===== src/include/mptc_params.svh =====
// register offsets, field positions, reset values and sizes of the motor pwm timer control block
`ifndef MPTC_PARAMS_SVH
`define MPTC_PARAMS_SVH

// ============================================================
// register byte offsets
`define MPTC_ADDR_W 8
`define MPTC_OFF_MODE 8'h00
`define MPTC_OFF_CONTROL 8'h02
`define MPTC_OFF_STATUS 8'h04
`define MPTC_OFF_COUNTER 8'h06

// ============================================================
// mode register fields
`define MPTC_MODE_NEG_POL 3
`define MPTC_MODE_POS_POL 2
`define MPTC_MODE_SEL_HI 1
`define MPTC_MODE_SEL_LO 0
`define MPTC_MODE_RESET 4'h0

// ============================================================
// control register fields
`define MPTC_CTL_ADC_EN 7
`define MPTC_CTL_RUN 6
`define MPTC_CTL_LOCK 5
`define MPTC_CTL_DT_IE 1
`define MPTC_CTL_PD_IE 0
`define MPTC_CTL_RESET 8'h00

// ============================================================
// status register fields
`define MPTC_STS_DIR 7
`define MPTC_STS_DT_FLAG 1
`define MPTC_STS_PD_FLAG 0
`define MPTC_STS_RESET 8'h80

// ============================================================
// counter
`define MPTC_CNT_W 16
`define MPTC_CNT_RESET 16'h0000

`endif


===== src/include/mptc_pkg.sv =====
// types shared by the motor pwm timer control block
package mptc_pkg;

    // ============================================================
    // operating mode field decode, in field code order
    typedef enum logic [1:0] {
        MPTC_HALT,
        MPTC_XFER_CREST,
        MPTC_XFER_TROUGH,
        MPTC_XFER_BOTH
    } mptc_mode_t;

    // ============================================================
    // whole state of the block
    typedef struct packed {
        logic neg_phase_polarity;
        logic pos_phase_polarity;
        logic mode_sel_hi;
        logic mode_sel_lo;
        logic adc_trigger_enable;
        logic counter_run;
        logic register_lock;
        logic deadtime_match_irq_enable;
        logic period_match_irq_enable;
        logic count_direction_flag;
        logic deadtime_match_flag;
        logic period_match_flag;
        logic deadtime_armed;
        logic period_armed;
        logic [15:0] up_down_counter;
        logic [15:0] rdata;
        logic adc_start;
        logic crest;
        logic trough;
    } mptc_state_t;

endpackage


===== src/logic/mptc_timer_control.sv =====
// control, status and up/down counter of the single channel motor pwm timer
//
// Summary of operation
// mode register clears on reset or standby, keeps value in module standby.
// mode bit 3 selects negative phase active level, 0 low, 1 high.
// mode bit 2 selects positive phase active level, 0 low, 1 high.
// mode bits 1:0: halt, transfer at crest, at trough, at both.
// control register clears on reset or standby, not in module standby.
// control bit 7 enables a/d start on period match and twice-dead-time match.
// a/d start at trough in mode 1, crest in mode 2, both in mode 3.
// control bit 6 runs the counters; when clear they hold.
// lock bit blocks reads except status, writes except buffers/status; reset only clears (the code also clears it on standby).
// control bit 1 enables dead-time match interrupt while its flag is set.
// control bit 0 enables period match interrupt while its flag is set.
// control bits 4 to 2 read zero; write zero only.
// status register resets to 0x80, not in module standby.
// status bit 7 shows direction: 1 up, 0 down.
// status bit 1 sets at twice dead time; cleared by zero write after read.
// status bit 0 sets at period match; cleared by zero write after read.
// flags accept only zero writes for clearing; writing one does nothing.
// counter resets to zero, not in module standby; 16-bit access only.
// status bits 6 to 2 read zero; write zero only.
// counting up, period match reverses to down count; this is the crest.
// counting down, twice dead time reverses to up count; this is the trough.
// each interrupt is flag AND enable, dropping when either clears.
//
// Implementation choices: the plain strobed port and the address map.
`timescale 1ns/1ps
`include "mptc_params.svh"

module mptc_timer_control
    import mptc_pkg::*;
(
    input wire logic i_clock,
    input wire logic i_reset,
    input wire logic i_standby,
    input wire logic i_module_standby,
    input wire logic [`MPTC_ADDR_W-1:0] i_addr,
    input wire logic [15:0] i_wdata,
    input wire logic i_size16,
    input wire logic i_wr,
    input wire logic i_rd,
    output logic [15:0] o_rdata,
    input wire logic [15:0] i_period_data,
    input wire logic [15:0] i_dead_time,
    output logic o_neg_phase_polarity,
    output logic o_pos_phase_polarity,
    output logic [1:0] o_mode,
    output logic o_counter_run,
    output logic o_register_lock,
    output logic o_count_direction_flag,
    output logic [15:0] o_up_down_counter,
    output logic o_crest,
    output logic o_trough,
    output logic o_adc_start,
    output logic o_deadtime_match_irq,
    output logic o_period_match_irq
);

    // ============================================================
    // reset image
    localparam mptc_state_t RESET_STATE = '{
        neg_phase_polarity: 1'b0,
        pos_phase_polarity: 1'b0,
        mode_sel_hi: 1'b0,
        mode_sel_lo: 1'b0,
        adc_trigger_enable: 1'b0,
        counter_run: 1'b0,
        register_lock: 1'b0,
        deadtime_match_irq_enable: 1'b0,
        period_match_irq_enable: 1'b0,
        count_direction_flag: 1'b1,
        deadtime_match_flag: 1'b0,
        period_match_flag: 1'b0,
        deadtime_armed: 1'b0,
        period_armed: 1'b0,
        up_down_counter: `MPTC_CNT_RESET,
        rdata: 16'h0000,
        adc_start: 1'b0,
        crest: 1'b0,
        trough: 1'b0
    };

    mptc_state_t s;
    mptc_state_t next_s;

    // ============================================================
    // helpers

    // hardware set wins over a software clear in the same cycle
    function automatic logic flag_next(input logic flag, input logic set, input logic clr);
        flag_next = set | (flag & ~clr);
    endfunction

    function automatic logic hit(input logic [`MPTC_ADDR_W-1:0] off);
        hit = (i_addr == off);
    endfunction

    logic [16:0] twice_dead;
    logic counting;
    logic period_hit;
    logic dead_hit;
    logic dt_clear;
    logic pd_clear;
    logic counter_load;
    mptc_mode_t mode;
    logic [7:0] control_byte;
    logic [7:0] status_byte;

    assign twice_dead = {i_dead_time, 1'b0};
    assign mode = mptc_mode_t'({s.mode_sel_hi, s.mode_sel_lo});
    assign counting = s.counter_run & ~i_module_standby;
    assign period_hit = (s.up_down_counter == i_period_data);
    assign dead_hit = ({1'b0, s.up_down_counter} == twice_dead);
    assign counter_load = i_wr & hit(`MPTC_OFF_COUNTER) & i_size16 & ~s.register_lock;
    // a zero write clears only a flag that was read as one
    assign dt_clear = i_wr & hit(`MPTC_OFF_STATUS) & ~i_wdata[`MPTC_STS_DT_FLAG] & s.deadtime_armed;
    assign pd_clear = i_wr & hit(`MPTC_OFF_STATUS) & ~i_wdata[`MPTC_STS_PD_FLAG] & s.period_armed;

    // reserved bits stay zero on readback
    assign control_byte = {s.adc_trigger_enable, s.counter_run, s.register_lock, 3'h0,
                           s.deadtime_match_irq_enable, s.period_match_irq_enable};
    assign status_byte = {s.count_direction_flag, 5'h00, s.deadtime_match_flag, s.period_match_flag};

    // ============================================================
    // next state
    always_comb begin
        next_s = s;
        next_s.crest = 1'b0;
        next_s.trough = 1'b0;
        next_s.adc_start = 1'b0;
        next_s.rdata = 16'h0000;

        // up/down count with reversal at period and at twice dead time
        if (counting) begin
            if (s.count_direction_flag) begin
                if (period_hit) begin
                    next_s.count_direction_flag = 1'b0;
                    next_s.crest = 1'b1;
                    next_s.up_down_counter = s.up_down_counter - 16'h0001;
                end else begin
                    next_s.up_down_counter = s.up_down_counter + 16'h0001;
                end
            end else begin
                if (dead_hit) begin
                    next_s.count_direction_flag = 1'b1;
                    next_s.trough = 1'b1;
                    next_s.up_down_counter = s.up_down_counter + 16'h0001;
                end else begin
                    next_s.up_down_counter = s.up_down_counter - 16'h0001;
                end
            end
        end

        // a/d start: trough in mode 1, crest in mode 2, both in mode 3
        if (s.adc_trigger_enable) begin
            next_s.adc_start = (s.trough & (mode == MPTC_XFER_CREST || mode == MPTC_XFER_BOTH)) |
                               (s.crest & (mode == MPTC_XFER_TROUGH || mode == MPTC_XFER_BOTH));
        end

        // compare flags
        next_s.deadtime_match_flag = flag_next(s.deadtime_match_flag, counting & dead_hit, dt_clear);
        next_s.period_match_flag = flag_next(s.period_match_flag, counting & period_hit, pd_clear);
        if (dt_clear || !next_s.deadtime_match_flag) begin
            next_s.deadtime_armed = 1'b0;
        end
        if (pd_clear || !next_s.period_match_flag) begin
            next_s.period_armed = 1'b0;
        end

        // register reads, data stand one cycle later
        if (i_rd) begin
            if (hit(`MPTC_OFF_STATUS)) begin
                next_s.rdata = {8'h00, status_byte};
                if (s.deadtime_match_flag && !dt_clear) begin
                    next_s.deadtime_armed = 1'b1;
                end
                if (s.period_match_flag && !pd_clear) begin
                    next_s.period_armed = 1'b1;
                end
            end else if (!s.register_lock) begin
                if (hit(`MPTC_OFF_MODE)) begin
                    next_s.rdata = {12'h000, s.neg_phase_polarity, s.pos_phase_polarity,
                                    s.mode_sel_hi, s.mode_sel_lo};
                end else if (hit(`MPTC_OFF_CONTROL)) begin
                    next_s.rdata = {8'h00, control_byte};
                end else if (hit(`MPTC_OFF_COUNTER) && i_size16) begin
                    next_s.rdata = s.up_down_counter;
                end
            end
        end

        // mode and control register writes, blocked once the lock bit is set
        if (i_wr && !s.register_lock) begin
            if (hit(`MPTC_OFF_MODE)) begin
                next_s.neg_phase_polarity = i_wdata[`MPTC_MODE_NEG_POL];
                next_s.pos_phase_polarity = i_wdata[`MPTC_MODE_POS_POL];
                next_s.mode_sel_hi = i_wdata[`MPTC_MODE_SEL_HI];
                next_s.mode_sel_lo = i_wdata[`MPTC_MODE_SEL_LO];
            end
            if (hit(`MPTC_OFF_CONTROL)) begin
                next_s.adc_trigger_enable = i_wdata[`MPTC_CTL_ADC_EN];
                next_s.counter_run = i_wdata[`MPTC_CTL_RUN];
                next_s.register_lock = i_wdata[`MPTC_CTL_LOCK];
                next_s.deadtime_match_irq_enable = i_wdata[`MPTC_CTL_DT_IE];
                next_s.period_match_irq_enable = i_wdata[`MPTC_CTL_PD_IE];
            end
        end
        // a software write to the counter overrides the count of that cycle
        if (counter_load) begin
            next_s.up_down_counter = i_wdata;
        end
    end

    // ============================================================
    // state register; module standby resets nothing and only stops the counter
    always_ff @(posedge i_clock) begin
        if (i_reset || i_standby) begin
            s <= RESET_STATE;
        end else begin
            s <= next_s;
        end
    end

    // ============================================================
    // outputs
    assign o_rdata = s.rdata;
    assign o_neg_phase_polarity = s.neg_phase_polarity;
    assign o_pos_phase_polarity = s.pos_phase_polarity;
    assign o_mode = {s.mode_sel_hi, s.mode_sel_lo};
    assign o_counter_run = s.counter_run;
    assign o_register_lock = s.register_lock;
    assign o_count_direction_flag = s.count_direction_flag;
    assign o_up_down_counter = s.up_down_counter;
    assign o_crest = s.crest;
    assign o_trough = s.trough;
    assign o_adc_start = s.adc_start;
    assign o_deadtime_match_irq = s.deadtime_match_flag & s.deadtime_match_irq_enable;
    assign o_period_match_irq = s.period_match_flag & s.period_match_irq_enable;
endmodule


===== config.mk =====
export PLATFORM = sky130hd
export DESIGN_NAME = mptc_timer_control
export DESIGN_NICKNAME = d
export VERILOG_FILES = /design/src/include/mptc_pkg.sv /design/src/logic/mptc_timer_control.sv
export VERILOG_INCLUDE_DIRS = /design/src /design/src/include
export SDC_FILE = /design/constraint.sdc
export NUM_CORES = 1
export LEC_CHECK = 0
export ABC_AREA = 1
export ABC_CLOCK_PERIOD_IN_PS = 2000
export BUFFER_PORTS_ARGS = -buffer_cell sky130_fd_sc_hd__buf_2
export CAP_MARGIN = 10
export CORE_ASPECT_RATIO = 0.5
export CORE_MARGIN = 10
export CORE_UTILIZATION = 53
export DETAILED_ROUTE_END_ITERATION = 6
export GPL_ROUTABILITY_DRIVEN = 0
export PLACE_DENSITY_LB_ADDON = 0.12
export SYNTH_ARGS = -nofsm -noshare
export SYNTH_HDL_FRONTEND = slang
export SYNTH_SLANG_ARGS = --single-unit

===== constraint.sdc =====
create_clock -name i_clock -period 2 [get_ports i_clock]
set_input_delay 0.4 -clock i_clock [delete_from_list [all_inputs] [get_ports i_clock]]
set_output_delay 0.4 -clock i_clock [all_outputs]
set_load 0.01 [all_outputs]

# Word-level counts from Yosys, hierarchy flattened
# Cells that the tools add are included.
# Widths: inputs -> output; s select.
# word_totals
register_bits	49
inputBits	63
wordCells	108
# classes
addsub	2
eq_ne	8
mux	20
n_bitwise	31
n_reduce_logical	25
# op_table
operator	count
$mux 16	5
$mux 8	5
$and 1x1->1	17
$eq 16x17->1	1
$add 16x1->16 const B	1
$eq 16x16->1	1
$eq 8x3->1 const B	2
$sub 16x1->16 const B	1
$not 1->1	11
$eq 8x2->1 const B	1
$logic_not 8->1	1
$mux 1	8
$reduce_or 7->1	1
$reduce_or 3->1	2
$logic_not 1->1	5
$logic_or 1x1->1	5
$reduce_or 5->1	1
$eq 2x2->1 const B	2
$logic_and 1x1->1	4
$mux 2	2
$reduce_and 2->1	2
$reduce_or 2->1	2
$reduce_or 4->1	1
$or 1x1->1	3
2 further kinds	2

# Logic depth before layout (Yosys ltp)
# logic_depth
word_depth	13
mapped_depth	15
ltp_nobuf	14

# Worst setup path after synthesis
# Ideal clock, no wire load.
# synth_timing
kind	register -> register
start	reg s, in the netlist o_up_down_counter[0]
end	reg s, in the netlist o_up_down_counter[12]
setup_time_ps	139
t_arrival_ps	1636
slack_ps	225
stages_incl_launch_ff	12
path_buffers	0
cell_sequence	dfxtp_1 -> inv_2 -> ha_1 -> inv_1 -> nor3_1 -> nand2_1 -> nor2_1 -> nand3_1 -> o21ai_0 -> nand3_2 -> nand3_2 -> a21oi_2
# synth_via
elab_chain_cells	5
# synth_lines
element	line	text
from (decl)	mptc_timer_control.sv:84	mptc_state_t s;
from (signal assigned)	mptc_timer_control.sv:221	s <= next_s;
$sub 16x1->16, or another cell as far along	mptc_timer_control.sv:140, mptc_timer_control.sv:150	
$mux 16, on equally long branches	mptc_timer_control.sv:145, mptc_timer_control.sv:137	
$mux 16 *	mptc_timer_control.sv:136	if (s.count_direction_flag) begin
$mux 16 *	mptc_timer_control.sv:135	if (counting) begin
$mux 16 *	mptc_timer_control.sv:210	if (counter_load) begin
# Mark *: on every way between the ends. The rest lies on a longest branch, timed or not. The select of a mux whose other input is x is not followed.
# A chain may end at the register's enable or synchronous reset.

# Worst setup path in the final report
# layout_timing
start	reg s, in the netlist o_up_down_counter[13]
end	reg s, in the netlist o_up_down_counter[12]
# layout_via
elab_chain_cells	5
# layout_lines
element	line
$eq 16x17->1 / $eq 16x16->1 (equally long branches)	mptc_timer_control.sv:114, mptc_timer_control.sv:113
$mux 16, on equally long branches	mptc_timer_control.sv:145, mptc_timer_control.sv:137
$mux 16 *	mptc_timer_control.sv:136
$mux 16 *	mptc_timer_control.sv:135
$mux 16 *	mptc_timer_control.sv:210
# Marked as above.

==> flow_summary.yaml <==
min_path:
  hp-start: "i_wdata[5]"
  hp-class: "in2reg"
detailed_routing:
  dr.pass1.iters: 6
  vias: 4029
  avgViaCountPerCell: 4.99
  wl_per_cell_um: 14.3
  drc: 0
  ant_nets: 0
  drt_iter0_markers: 378
  wl_mm: 11.5
final_layout:
  area_growth_pct: 20.3
  final_cell_mix: "nand2_1, buf_2, inv_1"
  design_area_mm2: 0.00458
  diodes: 0
  layout-drive-gt1-share: 0.324
  post_layout_nonfiller_instances: 808
  layout_commonest_cell: "nand2_1"
  nets: 780
power_and_ir_drop:
  power_density_mw_per_mm2: 440
  peakVddDrop_v: 0.000278
  p_leak_nw: 2.38
  finalPower_mw: 2.02
clock_network:
  cts_setup_buffers: 0
  cts_tree: "built"
  path_clk_slew_ps: 70
  clock_sinks: 49
  clockBufferDepth: 2
  htreeDepth: 2
  cts_buffers: 5
  cts-root-buf: "clkbuf_16"
  clk_latency_ps: 290
  cts_hold_buf: 0
grt:
  antenna_found_initial: 0
  grt_pass1_wl_mm: 18.5
  grt_max_degree: 17
  grt-ovfl-total: 0
  track_usage: 0.199
  grt_pass1_vias: 3714
floorplanning:
  dieArea_mm2: 0.0112
  num_io_pins: 107
  die_w_um: 140
  initial_core_util: 0.557
  die_h_um: 79.9
  core_mm2: 0.00683
  rows: 21
synth:
  avgSynthCellArea_um2: 6.20
  yosysWarnings: 0
  synth_xor_xnor_area_share: 0.0276
  synth_simple_gate_area_frac: 0.415
  syn_nets: 679
  synth_top_family_by_area: "simple AND/OR/NAND/NOR gates"
  synthesis.instances: 614
  synthMuxAreaShare: 0
  synth_fa_ha_area_frac: 0.00657
  yosys_register_bits: 49
  synth_cell_types: 34
  synth-compound-area-share: 0.109
  seq_area_frac_synth: 0.258
  synth_area_mm2: 0.00381
placement:
  portBuffers: 106
  hpwlAfterDp_mm: 9.31
  place_ws_ps: 72.7
  dpl_cell_area_mm2: 0.00441
  dp_cells: 800
worst_setup_path:
  cp.required_ps: 2190
  path_max_fanout: 8
  critical_path.slowest_cell: "dfxtp_1"
  path_class: "reg2reg"
  crit_family: "simple AND/OR/NAND/NOR gates"
  cp_common_cell: "nand2_1"
  cp-end-kind: "register"
  worstReg2RegStart: "o_up_down_counter[13]$_SDFFE_PP0P_"
  cp.arrival_ps: 2060
  cp_cell_sequence: "inv_2 -> nand2_1 -> nand2_1 -> nor2_1 -> nand2_1 -> nor2_4 -> nand3_1 -> nand2_2 -> buf_4 -> nand3_2 -> nand3_2 -> a21oi_2"
  setup.worst_path.start_class: "register"
  worst-path-buf-inv: 2
  cp-startpoint: "o_up_down_counter[13]$_SDFFE_PP0P_"
  max_stage_delay_ps: 510
job:
  cap_violations: 0
timing:
  finalSetupTns_ps: 0
  finalHoldViolCount: 0
  period_needed_ps: 1870
  timing.final.ws_setup_ps: 125
  max-slew-margin-rel: 0.698
  min_period_over_period: 0.937
  drv_slew: 0
  clock.fmax_mhz: 533
  tightest_slew_ps: 449
  finalSetupViolCount: 0
  grt_setup_unrepaired: "false"
  fin_skew_ps: 4.07
run_status:
  status: "completed"
[sequential cells by signal (all words and copies together), names as in the netlist, 2 cells and up]
register and cells:
control_byte 3, o_mode 2, o_rdata 16, o_up_down_counter 16, s 4
[cell usage after synthesis, drive strengths merged]
| library cell | count | area share |
|---|---|---|
| nand3 | 50 | 0.091 |
| nand4 | 9 | 0.016 |
| a21oi | 30 | 0.050 |
| a31o | 1 | 0.0023 |
| buf | 49 | 0.094 |
| o211ai | 2 | 0.0039 |
| o22ai | 3 | 0.0049 |
| nor3 | 9 | 0.014 |
| ha | 2 | 0.0066 |
| or2 | 2 | 0.0033 |
| o21ai | 31 | 0.041 |
| xor2 | 10 | 0.023 |
| xnor2 | 2 | 0.0046 |
| nand2 | 202 | 0.21 |
| o221ai | 1 | 0.0023 |
| inv | 89 | 0.088 |
| dfxtp | 49 | 0.26 |
| clkbuf | 3 | 0.0030 |
| nor4 | 2 | 0.0049 |
| a211oi | 1 | 0.0020 |
| nor2 | 66 | 0.072 |
| o32ai | 1 | 0.0023 |
[cell families after synthesis]
family,Yosys count
AOI/OAI and AO/OA,70
xor gates and xnor gates,12
adders and majority gates,2
buffers and inverters,141
DFF,49
and+or+nand+nor,340
[worst paths after layout]
| path | endpoint | slack [ps] | cells after the start |
|---|---|---|---|
| worst max register to register | o_up_down_counter[12]$_SDFFE_PP0P_ | 130 | 12 |
| worst min-delay path | o_register_lock$_SDFFE_PP0P_ | 390 | 3 |
| worst max-delay path | o_up_down_counter[12]$_SDFFE_PP0P_ | 130 | 12 |
| worst min register to register | o_adc_start$_SDFF_PP0_ | 460 | 2 |
[cell type report]
cell class                 instances  area, um^2
tap                               92         115
sequential                        49         986
clock buffer                       5         125
clock inverter                     3        21.3
multi-input combinational        424        2140
fill                             668        2250
timing repair buffer             146         856
inverter                          89         334
[where the power goes]
| part | internal [mW] | switching (mW) | total, mW |
|---|---|---|---|
| clock | 0.467 | 0.401 | 0.867 |
| combinational | 0.0781 | 0.0959 | 0.174 |
| sequential | 0.975 | 0.000225 | 0.975 |
| total | 1.52 | 0.497 | 2.02 |
[what timing repair did]
| item | CTS | global route |
|---|---|---|
| gates resized for setup | 0 | 8 |
| setup endpoints to repair | 0 | 13 |
| hold endpoints to repair | 0 | 0 |
[through the flow]
stage | utilization | hold slack, ps
floorplan | - | 432
global placement | 0.645 | 445
detailed placement | 0.645 | 458
CTS | 0.667 | 383
global route | 0.670 | 397
finish | 0.670 | 385
[metal layers]
metal / global-route usage / vias to the layer above / share of wire
li1: - / 2076 / -
met2: 0.300 / 154 / 0.42
met4: 0.0369 / 0 / 0.0067
met1: 0.278 / 1790 / 0.49
met5: 0 / - / 0
met3: 0.0517 / 9 / 0.087
[worst reg2reg max path: stages (launching register included)]
cell     delay (ps)
dfxtp_1         510
inv_2           120
nand2_1          80
nand2_1          40
nor2_1           80
nand2_1         140
nor2_4          150
nand3_1         140
nand2_2         150
buf_4           150
nand3_2          80
nand3_2          80
a21oi_2          50
(Power assumes the default switching activity.)
